**src/core/smsc_consts.svh**
```systemverilog
// constants of the serial port core: register indices, reset values,
// status bit positions and fixed counts.
// assumes inclusion by bare name from the core's module.
`ifndef SMSC_CONSTS_SVH
`define SMSC_CONSTS_SVH

// register index; byte address is four times the index
`define SMSC_IDX_DATA 3'h0
`define SMSC_IDX_CTL 3'h1
`define SMSC_IDX_STAT 3'h2
`define SMSC_IDX_MODE 3'h3
`define SMSC_IDX_BRH 3'h4
`define SMSC_IDX_BRL 3'h5

// reset values
`define SMSC_CTL_RST 8'h00
`define SMSC_MODE_RST 8'h00
`define SMSC_BRG_RST 8'h00
`define SMSC_DATA_RST 8'h00

// status bit positions, write one to clear
`define SMSC_ST_IRQ 7
`define SMSC_ST_OVR 6
`define SMSC_ST_COL 5
`define SMSC_ST_ABT 4
// control bit position of the forced interrupt
`define SMSC_CT_STR 6

// character length for code zero
`define SMSC_LEN_FULL 4'h8

`endif

```
**src/core/smsc_pkg.sv**
```systemverilog
// types of the serial port core.
// assumes smsc_consts.svh sits beside this file.
package smsc_pkg;

    typedef struct packed {
        logic interrupt_enable;
        logic force_interrupt;
        logic timer_interrupt_enable;
        logic phase;
        logic clock_idle_level;
        logic wire_or;
        logic master_mode_enable;
        logic port_enable;
    } smsc_ctl_t;

    typedef struct packed {
        logic [1:0] rsv;
        logic diag;
        logic [2:0] character_length;
        logic select_pin_direction;
        logic select_output_value;
    } smsc_mode_t;

    typedef struct packed {
        logic o;
        logic oe;
    } smsc_pin_t;

    typedef enum logic {M_IDLE, M_SHIFT} smsc_mstate_t;

endpackage

```
**src/core/smsc_core.sv**
```systemverilog
// serial port core: master or slave shift engine, rate generator and
// timer, error flags and classic wishbone register slave.
// assumes sys_clk 25 MHz; pins are resolved outside from o and oe.
//
// Behaviour
// - four formats: phase and idle level select edges
// - idle level only inverts clock, timing unchanged
// - master presents bit half period before sampling
// - shared lines may run open drain
// - one master; only selected slave drives miso
// - master with select as input sees it low: collision, write-one-clear
// - slave when enabled, not master, select input
// - slave ignores generator, reload, timer, select value
// - slave shifts whatever data register holds
// - write while busy: unchanged, overrun, write-one-clear
// - early select release aborts, sets abort and irq
// - after abort restart at bit seven; write-one-clear
// - interrupt on every character, length one to eight
// - slave completes characters under continuous select
// - write one clears pending; needed for more
// - force bit sets pending and interrupt request
// - disabled port: timer time-out interrupts without pending flag
// - bit rate is clock over twice reload
// - reload zero counts as 65536
// - disabled port: generator times reload periods
// - length code zero is eight bits
// - msb first from bit seven, last into bit zero
//
// Added by the designer: the register offsets and the Wishbone register port.
`timescale 1ns/1ps
`default_nettype none
`include "smsc_consts.svh"

module smsc_core (
    input wire logic sys_clk,
    input wire logic rst_b,
    input wire logic ce,
    input wire logic wb_cyc_i,
    input wire logic wb_stb_i,
    input wire logic wb_we_i,
    input wire logic [7:0] wb_adr_i,
    input wire logic [3:0] wb_sel_i,
    input wire logic [31:0] wb_dat_i,
    output logic [31:0] wb_dat_o,
    output logic wb_ack_o,
    input wire logic sck_i,
    output logic sck_o,
    output logic sck_oe,
    input wire logic mosi_i,
    output logic mosi_o,
    output logic mosi_oe,
    input wire logic miso_i,
    output logic miso_o,
    output logic miso_oe,
    input wire logic ss_b_i,
    output logic ss_b_o,
    output logic ss_b_oe,
    output logic irq_out
);

    // ***************************************************************
    // reset and pin synchronisers
    // ***************************************************************
    logic [1:0] rsync;
    logic rst_n;
    logic [3:0] pin_s1;
    logic [3:0] pin_s2;
    logic [1:0] pin_s3;

    always_ff @(posedge sys_clk or negedge rst_b) begin
        if (!rst_b) begin
            rsync <= 2'h0;
        end else begin
            rsync <= {rsync[0], 1'h1};
        end
    end
    assign rst_n = rsync[1];

    // order: sck, select, mosi, miso
    always_ff @(posedge sys_clk or negedge rst_n) begin
        if (!rst_n) begin
            pin_s1 <= 4'hF;
            pin_s2 <= 4'hF;
            pin_s3 <= 2'h3;
        end else if (ce) begin
            pin_s1 <= {sck_i, ss_b_i, mosi_i, miso_i};
            pin_s2 <= pin_s1;
            pin_s3 <= pin_s2[3:2];
        end
    end

    wire sck_s = pin_s2[3];
    wire ss_s = pin_s2[2];
    wire sck_rise = sck_s & ~pin_s3[1];
    wire sck_fall = ~sck_s & pin_s3[1];
    wire ss_rise = ss_s & ~pin_s3[0];

    // ***************************************************************
    // register bus decode
    // ***************************************************************
    smsc_pkg::smsc_ctl_t ctl;
    smsc_pkg::smsc_mode_t mode;
    smsc_pkg::smsc_mstate_t mst;
    logic [7:0] brh;
    logic [7:0] brl;
    logic [7:0] sh;
    logic irq;
    logic overrun_flag;
    logic col;
    logic abort_flag;

    wire [2:0] idx = wb_adr_i[4:2];
    wire mapped = (wb_adr_i[7:5] == 3'h0) && (wb_adr_i[1:0] == 2'h0) && (idx <= `SMSC_IDX_BRL);
    wire wr = wb_cyc_i & wb_stb_i & wb_we_i & wb_ack_o & wb_sel_i[0] & mapped;
    wire wr_data = wr && (idx == `SMSC_IDX_DATA);
    wire wr_ctl = wr && (idx == `SMSC_IDX_CTL);
    wire wr_stat = wr && (idx == `SMSC_IDX_STAT);
    wire wr_mode = wr && (idx == `SMSC_IDX_MODE);
    wire wr_brh = wr && (idx == `SMSC_IDX_BRH);
    wire wr_brl = wr && (idx == `SMSC_IDX_BRL);

    // ***************************************************************
    // mode decode
    // ***************************************************************
    wire en = ctl.port_enable;
    wire master = en & ctl.master_mode_enable;
    wire slave = en & ~ctl.master_mode_enable & ~mode.select_pin_direction;
    wire ss_sel = ~ss_s;
    wire [3:0] len = (mode.character_length == 3'h0) ? `SMSC_LEN_FULL
                   : {1'h0, mode.character_length};
    wire mst_busy = (mst == smsc_pkg::M_SHIFT);
    logic sact;
    wire busy = mst_busy | sact;

    // ***************************************************************
    // rate generator and timer
    // ***************************************************************
    logic [16:0] cnt;
    logic [4:0] hcnt;
    wire [16:0] reload = {({brh, brl} == 16'h0000), brh, brl};
    wire timer_on = ~en & ctl.timer_interrupt_enable;
    wire run = mst_busy | timer_on;
    wire tick = run && (cnt == reload);

    always_ff @(posedge sys_clk or negedge rst_n) begin
        if (!rst_n) begin
            cnt <= 17'h00001;
        end else if (ce) begin
            cnt <= (!run || tick) ? 17'h00001 : cnt + 17'h00001;
        end
    end

    // ***************************************************************
    // shift engine
    // ***************************************************************
    logic [3:0] bcnt;
    logic smp;
    logic outb;
    logic act;
    wire m_lead = tick & mst_busy & ~hcnt[0];
    wire m_trail = tick & mst_busy & hcnt[0];
    wire s_lead = slave & ss_sel & (ctl.clock_idle_level ? sck_fall : sck_rise);
    wire s_trail = slave & ss_sel & (ctl.clock_idle_level ? sck_rise : sck_fall);
    wire lead = m_lead | s_lead;
    wire trail = m_trail | s_trail;
    wire din = master ? pin_s2[0] : pin_s2[1];
    wire shift_in = ctl.phase ? din : smp;
    wire done = trail && ((bcnt + 4'h1) == len);
    wire abort_ev = slave & sact & ss_rise;
    wire start = master & wr_data & ~busy;
    wire dout = ctl.phase ? outb : sh[7];

    always_ff @(posedge sys_clk or negedge rst_n) begin
        if (!rst_n) begin
            mst <= smsc_pkg::M_IDLE;
        end else if (ce) begin
            unique case (mst)
                smsc_pkg::M_IDLE: begin
                    if (start) begin
                        mst <= smsc_pkg::M_SHIFT;
                    end
                end
                smsc_pkg::M_SHIFT: begin
                    if (!master || done) begin
                        mst <= smsc_pkg::M_IDLE;
                    end
                end
            endcase
        end
    end

    always_ff @(posedge sys_clk or negedge rst_n) begin
        if (!rst_n) begin
            hcnt <= 5'h00;
            act <= 1'h0;
        end else if (ce) begin
            if (!mst_busy) begin
                hcnt <= 5'h00;
                act <= 1'h0;
            end else if (tick) begin
                hcnt <= hcnt + 5'h01;
                act <= ~act;
            end
        end
    end

    always_ff @(posedge sys_clk or negedge rst_n) begin
        if (!rst_n) begin
            bcnt <= 4'h0;
            sact <= 1'h0;
        end else if (ce) begin
            if (done || start || !en || (slave && !ss_sel)) begin
                bcnt <= 4'h0;
            end else if (trail) begin
                bcnt <= bcnt + 4'h1;
            end
            if (done || !slave || !ss_sel) begin
                sact <= 1'h0;
            end else if (s_lead || s_trail) begin
                sact <= 1'h1;
            end
        end
    end

    always_ff @(posedge sys_clk or negedge rst_n) begin
        if (!rst_n) begin
            sh <= `SMSC_DATA_RST;
            smp <= 1'h0;
            outb <= 1'h0;
        end else if (ce) begin
            if (wr_data && !busy) begin
                sh <= wb_dat_i[7:0];
            end else if (trail) begin
                sh <= {sh[6:0], shift_in};
            end
            if (lead) begin
                smp <= din;
            end
            if ((lead && ctl.phase) || !busy) begin
                outb <= sh[7];
            end
        end
    end

    // ***************************************************************
    // control registers and flags
    // ***************************************************************
    wire clr_irq = wr_stat & wb_dat_i[`SMSC_ST_IRQ];
    wire str_set = wr_ctl & wb_dat_i[`SMSC_CT_STR];
    wire irq_set = done | abort_ev | str_set;
    wire col_set = master & ~mode.select_pin_direction & ~ss_s;

    always_ff @(posedge sys_clk or negedge rst_n) begin
        if (!rst_n) begin
            ctl <= `SMSC_CTL_RST;
            mode <= `SMSC_MODE_RST;
            brh <= `SMSC_BRG_RST;
            brl <= `SMSC_BRG_RST;
        end else if (ce) begin
            if (wr_ctl) begin
                ctl <= wb_dat_i[7:0];
            end else if (clr_irq) begin
                ctl.force_interrupt <= 1'h0;
            end
            if (wr_mode) begin
                mode <= {2'h0, wb_dat_i[5:0]};
            end
            if (wr_brh) begin
                brh <= wb_dat_i[7:0];
            end
            if (wr_brl) begin
                brl <= wb_dat_i[7:0];
            end
        end
    end

    always_ff @(posedge sys_clk or negedge rst_n) begin
        if (!rst_n) begin
            {irq, overrun_flag, col, abort_flag} <= 4'h0;
        end else if (ce) begin
            if (!en) begin
                {irq, overrun_flag, col, abort_flag} <= 4'h0;
            end else begin
                irq <= (en & irq_set) | (irq & ~clr_irq);
                overrun_flag <= (wr_data & busy) | (overrun_flag & ~(wr_stat & wb_dat_i[`SMSC_ST_OVR]));
                col <= col_set | (col & ~(wr_stat & wb_dat_i[`SMSC_ST_COL]));
                abort_flag <= abort_ev | (abort_flag & ~(wr_stat & wb_dat_i[`SMSC_ST_ABT]));
            end
        end
    end

    // ***************************************************************
    // read mux and bus answer
    // ***************************************************************
    wire [7:0] stat = {irq, overrun_flag, col, abort_flag, 2'h0, busy, ss_s};
    wire [7:0] rd_brh = mode.diag ? cnt[15:8] : brh;
    wire [7:0] rd_brl = mode.diag ? cnt[7:0] : brl;
    wire [7:0] rd_val = !mapped ? 8'h00
                      : (idx == `SMSC_IDX_DATA) ? sh
                      : (idx == `SMSC_IDX_CTL) ? ctl
                      : (idx == `SMSC_IDX_STAT) ? stat
                      : (idx == `SMSC_IDX_MODE) ? mode
                      : (idx == `SMSC_IDX_BRH) ? rd_brh
                      : rd_brl;
    wire req = wb_cyc_i & wb_stb_i;

    always_ff @(posedge sys_clk or negedge rst_n) begin
        if (!rst_n) begin
            wb_ack_o <= 1'h0;
            wb_dat_o <= 32'h00000000;
        end else if (ce) begin
            wb_ack_o <= req & ~wb_ack_o;
            if (req && !wb_ack_o) begin
                wb_dat_o <= {24'h000000, rd_val};
            end
        end
    end

    // ***************************************************************
    // pin drivers and interrupt
    // ***************************************************************
    function automatic smsc_pkg::smsc_pin_t drv(input logic on, input logic lvl, input logic od);
        smsc_pkg::smsc_pin_t p;
        p.o = od ? 1'h0 : lvl;
        p.oe = on & (od ? ~lvl : 1'h1);
        return p;
    endfunction

    wire sck_lvl = ctl.clock_idle_level ^ act;
    wire slv_drive = slave & ss_sel;
    wire ss_drive = master & mode.select_pin_direction;
    smsc_pkg::smsc_pin_t p_sck;
    smsc_pkg::smsc_pin_t p_mosi;
    smsc_pkg::smsc_pin_t p_miso;
    smsc_pkg::smsc_pin_t p_ss;
    assign p_sck = drv(master, sck_lvl, ctl.wire_or);
    assign p_mosi = drv(master, dout, ctl.wire_or);
    assign p_miso = drv(slv_drive, dout, ctl.wire_or);
    assign p_ss = drv(ss_drive, mode.select_output_value, ctl.wire_or);
    wire timeout = timer_on & tick;

    always_ff @(posedge sys_clk or negedge rst_n) begin
        if (!rst_n) begin
            {sck_o, sck_oe, mosi_o, mosi_oe} <= 4'h0;
            {miso_o, miso_oe, ss_b_o, ss_b_oe} <= 4'h0;
            irq_out <= 1'h0;
        end else if (ce) begin
            {sck_o, sck_oe, mosi_o, mosi_oe} <= {p_sck, p_mosi};
            {miso_o, miso_oe, ss_b_o, ss_b_oe} <= {p_miso, p_ss};
            irq_out <= (ctl.interrupt_enable & irq) | timeout;
        end
    end
endmodule
`default_nettype wire

```
**config.mk**
```make
export PLATFORM = sky130hd
export DESIGN_NAME = smsc_core
export DESIGN_NICKNAME = d
export VERILOG_FILES = /design/src/core/smsc_pkg.sv /design/src/core/smsc_core.sv
export VERILOG_INCLUDE_DIRS = /design/src /design/src/core
export SDC_FILE = /design/constraint.sdc
export NUM_CORES = 1
export LEC_CHECK = 0
export BUFFER_PORTS_ARGS = -buffer_cell sky130_fd_sc_hd__buf_2
export CAP_MARGIN = 40
export CORE_UTILIZATION = 40
export CTS_CLUSTER_DIAMETER = 30
export DETAILED_ROUTE_END_ITERATION = 6
export PLACE_DENSITY = 0.65
export SLEW_MARGIN = 25
export SYNTH_ARGS = -nofsm -noshare
export SYNTH_HDL_FRONTEND = slang
export SYNTH_SLANG_ARGS = --single-unit
```
**constraint.sdc**
```tcl
create_clock -name sys_clk -period 4.2 [get_ports sys_clk]
set_clock_uncertainty 0.2 [all_clocks]
set_input_delay 0.42 -clock sys_clk [delete_from_list [all_inputs] [get_ports sys_clk]]
set_output_delay 0.42 -clock sys_clk [all_outputs]
set_load 0.02 [all_outputs]
```
After elaboration in Yosys (flattened, before gate mapping)

Index checks and enable logic that the tools add are counted.

Equal/unequal tests: 8
Bitwise logic cells: 74
Add/sub/neg operators: 3
Order comparisons: 1
Reductions and logical operators: 50
Multiplexer cells: 40

Operators with widths:

| kind                    | count |
|---|---|
| $mux W8                 | 10 |
| $and A1 B1 Y1           | 43 |
| $reduce_and A2 Y1       | 12 |
| $mux W1                 | 23 |
| $not A1 Y1              | 19 |
| $add A17 B1 Y17 const B | 1 |
| $eq A17 B17 Y1          | 1 |
| $mux W17                | 1 |
| $logic_not A16 Y1       | 1 |
| $logic_and A1 B1 Y1     | 14 |
| $mux W4                 | 3 |
| $or A1 B1 Y1            | 11 |
| $mux W5                 | 2 |
| $logic_not A3 Y1        | 3 |
| $logic_or A1 B1 Y1      | 9 |
| $reduce_bool A2 Y1      | 4 |
| $eq A3 B2 Y1 const B    | 2 |
| $eq A3 B3 Y1 const B    | 2 |
| $logic_not A1 Y1        | 6 |
| $add A5 B1 Y5 const B   | 1 |
| $add A4 B1 Y4 const B   | 1 |
| $eq A4 B4 Y1            | 1 |
| $eq A3 B1 Y1 const B    | 1 |
| $le A3 B3 Y1 const B    | 1 |
| other kinds (4)         | 4 |

Output and inout port bits: 42
Register bits after elaboration: 102

Logic depth before layout (Yosys ltp)

Depth after elaboration: 13
Gate-level depth with buffers: 8

Worst setup path before layout

No wires, ideal clock.

Path type: input to register
From: input port wb_adr_i[6]
To: register ctl[6] in the netlist's numbering
Data required time: 3.875 ns
Setup time: 0.125 ns
Stages on the path: 7
Arrival time: 2.035 ns
Path slack: 1.841 ns
Cells stage by stage: nor4_1 > and4_1 > and2_1 > clkbuf_1 > nand3_1 > nand2_1 > mux2_2

Cells in the longest elaborated chain, start to end: 8
Elaborated cells on any way between the ends: 10
Classes of those cells: mux: 1; bitwise: 2; reduce/logical: 7

RTL lines:

| what                               | line             | text |
|---|---|---|
| start: declaration                 | smsc_core.sv:41  | `input wire logic [7:0] wb_adr_i,` |
| $logic_not A3 Y1 *                 | smsc_core.sv:113 | `` wire mapped = (wb_adr_i[7:5] == 3'h0) && (wb_adr_i[1:0] == 2'h0) && (idx <= `SMSC_IDX_BRL); `` |
| $logic_and A1 B1 Y1 * (2 in a row) | smsc_core.sv:113 |  |
| $and A1 B1 Y1 *                    | smsc_core.sv:114 | `wire wr = wb_cyc_i & wb_stb_i & wb_we_i & wb_ack_o & wb_sel_i[0] & mapped;` |
| $logic_and A1 B1 Y1                | smsc_core.sv:117 | `` wire wr_stat = wr && (idx == `SMSC_IDX_STAT); `` |
| $and A1 B1 Y1                      | smsc_core.sv:248 | `` wire clr_irq = wr_stat & wb_dat_i[`SMSC_ST_IRQ]; `` |
| $reduce_bool A2 Y1 (no line)       | -                |  |
| $reduce_and A2 Y1 (no line)        | -                |  |
| end signal: assignment             | smsc_core.sv:255 | `` ctl <= `SMSC_CTL_RST; `` |
| end signal: assignment             | smsc_core.sv:261 | `ctl <= wb_dat_i[7:0];` |
| end: declaration                   | smsc_core.sv:101 | `smsc_pkg::smsc_ctl_t ctl;` |

Mark *: on every way between the ends. The rest lies on a longest branch, timed or not.
A chain may end at the register's enable or synchronous reset.

Final worst setup path

From: register cnt[2]
To: register sh[2]

Cells in the longest elaborated chain, start to end: 7

RTL lines:

| what                         | line             | text |
|---|---|---|
| start: declaration           | smsc_core.sv:138 | `logic [16:0] cnt;` |
| start signal: assignment     | smsc_core.sv:149 | `cnt <= (!run \|\| tick) ? 17'h00001 : cnt + 17'h00001;` |
| $eq A17 B17 Y1               | smsc_core.sv:143 | `wire tick = run && (cnt == reload);` |
| $logic_and A1 B1 Y1          | smsc_core.sv:143 |  |
| $and A1 B1 Y1 (2 in a row)   | smsc_core.sv:161 | `wire m_trail = tick & mst_busy & hcnt[0];` |
| $or A1 B1 Y1                 | smsc_core.sv:165 | `wire trail = m_trail \| s_trail;` |
| $reduce_bool A2 Y1 (no line) | -                |  |
| $reduce_and A2 Y1 (no line)  | -                |  |
| end signal: assignment       | smsc_core.sv:227 | `` sh <= `SMSC_DATA_RST; `` |
| end signal: assignment       | smsc_core.sv:232 | `sh <= wb_dat_i[7:0];` |
| end signal: assignment       | smsc_core.sv:234 | `sh <= {sh[6:0], shift_in};` |
| end: declaration             | smsc_core.sv:106 | `logic [7:0] sh;` |

No other way between the ends.

==> results.md <==
- Status: finished, violations left
- Failing checks: negative hold slack
- Post-CTS Resized: 0
- Register clock-pin slew on the reported worst setup and hold paths: 0.07 ns
- Final Critical Period: around 3 ns
- Critical path fanouts, max: 8
- Num ports: 96
- Worst EP arrival: ~2.9 ns
- Avg Synthesized Cell Area: 10.34 µm²
- Clock root cell: clkbuf_16
- Core Region: 0.01324 mm²
- Antenna fix cells: 0
- RePlAce Congestion: 0.8780
- CP cell instances: xnor2_1 -> nand4_1 -> nor4_2 -> nand4_1 -> a21oi_1 -> a221oi_1
- Routed Antenna Nets: 0
- Synth cell types: 61
- Largest net degree at the start of global routing: 65
- FMAX: around 340 MHz
- Power per cell area: between 300 and 400 mW/mm²
- Tot GR Track Use: 0.1988
- Count of final hold-check violations: 9
- Final Setup Violations: 0
- Primary FF master, synth: dfrtp_1
- Post-route DRC: 0
- Total die area: 0.01406 mm²
- H-tree levels: 3
- CTS sink count: 98
- Required @ worst endpoint: 4.18 ns
- Max Cap Violations: 0
- Detailed-router iteration count before antenna repair: 4
- Max Transition Viols Final: 0
- DR iter-0 viols: approximately 240
- Total gr overflow: 0
- Die width: roughly 120 µm
- Hold_ws: -0.002426 ns
- Yosys warning total: 0
- Via Count: roughly 4200
- Num rows: 42
- # Post-CTS Setup Buffers: 0
- Hpwl dp: 9819 µm
- RSZ-0062 raised after global routing: false
- WL final: ~13000 µm
- Final period util: 0.6977
- Post-synthesis sequential area ratio: 0.4535
- Final setup TNS: 0 ns
- First-pass GRT wire length: around 21000 µm
- Worst path max stage delay: roughly 0.67 ns
- Hold Buf Count CTS: 1
- Initial antenna violation count: 0
- # port buffers: 44
- Total CTS buffers: 9
- Hold Crit Class: flip-flop to async pin
- Static leakage: 2.705 nW
- CP dominant cell by count: nand4_1
- Post-DR vias/cell: 5.596
- Syn-to-layout area delta: 11.27%
- Clock latency on the worst-skew pair: 0.35 ns
- Crit Path Class: flip-flop to flip-flop
- CP startpoint kind: flip-flop
- Critical Path Sink Type: flip-flop
- CTS tree: done
- Worst slew pin tran: between 0.8 and 0.9 ns
- Post-synth EDFFs: 0
- Relative slew slack: 0.4459
- Initial Util: 0.4106
- Routed WL per cell: roughly 18 µm
- Synth Register Bits: 98
- Overall die height: 118.6 µm
- Most frequent cells in the layout: 86 x dfrtp_1, 48 x mux2_2, 44 x buf_2
- Async SR Flop Fraction: 1.000
- Mapped Area: 0.005438 mm²
- Nets: 623
- Vias in the first global route: around 3900
- CP max stage cell: nor4_2
- Synth Instances: roughly 530
- Share of cells above drive strength 1: 0.2360
- Maximum vdd drop: between 0.15 and 0.2 mV
- Clock tree buffer depth: 2
- Most common cell after layout, fill and taps aside: dfrtp_1
cell type report:
class,count,area [µm²]
multi-input cells,389,2721
flip-flops and latches,98,2470
clock inverters,2,10.01
repair buffers,49,280.3
well taps,176,220.2
inverters,20,75.07
clock buffers,14,274.0
fillers,1267,7192
registers in the layout, indices dropped and copies added, names as in the netlist, 2 cells and up:
| name | cells |
|---|---|
| pin_s3 | 2 |
| cnt | 17 |
| rsync | 2 |
| bcnt | 4 |
| ctl | 7 |
| sh | 8 |
| pin_s1 | 4 |
| pin_s2 | 4 |
| brl | 8 |
| brh | 8 |
| mode | 6 |
| wb_dat_o | 8 |
per-layer routing:
layer	routed length (µm)	track usage
met1	6268	0.2801
met2	6061	0.3052
met3	730	0.03041
met4	240	0.08070
met5	0	0
report_power, final:
group | switching, W | internal (W)
registers | 0.0000185 | 0.000972
logic | 0.0000975 | 0.0000487
clock network | 0.000348 | 0.000449
worst max-delay path, delay by kind of cell, from the launching register on:
family,cells,cell delay (ns)
simple gates,3,1.13
compound gates,2,0.78
flops,1,0.47
xor+xnor,1,0.18
synthesized netlist by cell type, types with 5 or more instances:
| cell | n | area [µm²] |
|---|---|---|
| a211oi_1 | 5 | 37.54 |
| a21oi_1 | 19 | 95.09 |
| a221oi_1 | 11 | 96.34 |
| a22o_1 | 9 | 78.83 |
| and3_1 | 5 | 31.28 |
| buf_4 | 25 | 187.7 |
| clkbuf_1 | 13 | 48.80 |
| dfrtp_1 | 87 | 2177 |
| dfstp_2 | 11 | 289.0 |
| inv_1 | 19 | 71.32 |
| mux2_2 | 48 | 540.5 |
| mux2i_1 | 13 | 130.1 |
| nand2_1 | 41 | 153.9 |
| nand2b_1 | 5 | 31.28 |
| nand3_1 | 10 | 50.05 |
| nand4_1 | 12 | 75.07 |
| nor2_1 | 43 | 161.4 |
| nor3_1 | 10 | 50.05 |
| nor4_1 | 7 | 43.79 |
| o21ai_0 | 24 | 120.1 |
| o2bb2ai_1 | 10 | 87.58 |
| xnor2_1 | 27 | 236.5 |
| xor2_1 | 9 | 78.83 |
metrics by stage:
stage          instance area [µm²]  worst slack [ns]  utilization  total power, W  std cells
2_1_floorplan                 5524             1.087            -        0.001119        549
3_5_place_dp                  5729             1.352       0.4326        0.001152        730
5_1_grt                       6051             1.014       0.4569        0.002006        748
6_report                      6051             1.270       0.4569        0.001934        748
4_1_cts                       6023             1.341       0.4548        0.001950        747
3_3_place_gp                  5729             1.411       0.4326        0.001147        730
worst paths after layout:
check / end / start / slack (ns) / cells past startpoint
setup reg to reg: sh[2] / cnt[2] / 1.27 / 6
setup / recovery: sh[2] / cnt[2] / 1.27 / 6
hold reg to reg: cnt[14] / rsync[1] / -0.002 / 0
min in group sys_clk: pin_s1[1] / mosi_i / 0.10 / 2
hold / removal: cnt[14] / rsync[1] / -0.002 / 0
max in group asynchronous: pin_s3[0] / rsync[1] / 2.76 / 2
cell families (layout without fill, tap and decap cells):
family	count (synthesis)	in the layout	share of synthesized area
other	2	25	0.001381
buffers and inverters	62	85	0.06190
XOR/XNOR	36	36	0.05799
AND/OR/NAND/NOR	156	156	0.1463
adder cells (fa/ha/maj)	2	2	0.004601
flip-flops	98	98	0.4535
multiplexers	65	65	0.1399
AO/OA/AOI/OAI	105	105	0.1344
No activity file was read; power rests on OpenSTA's default activity.
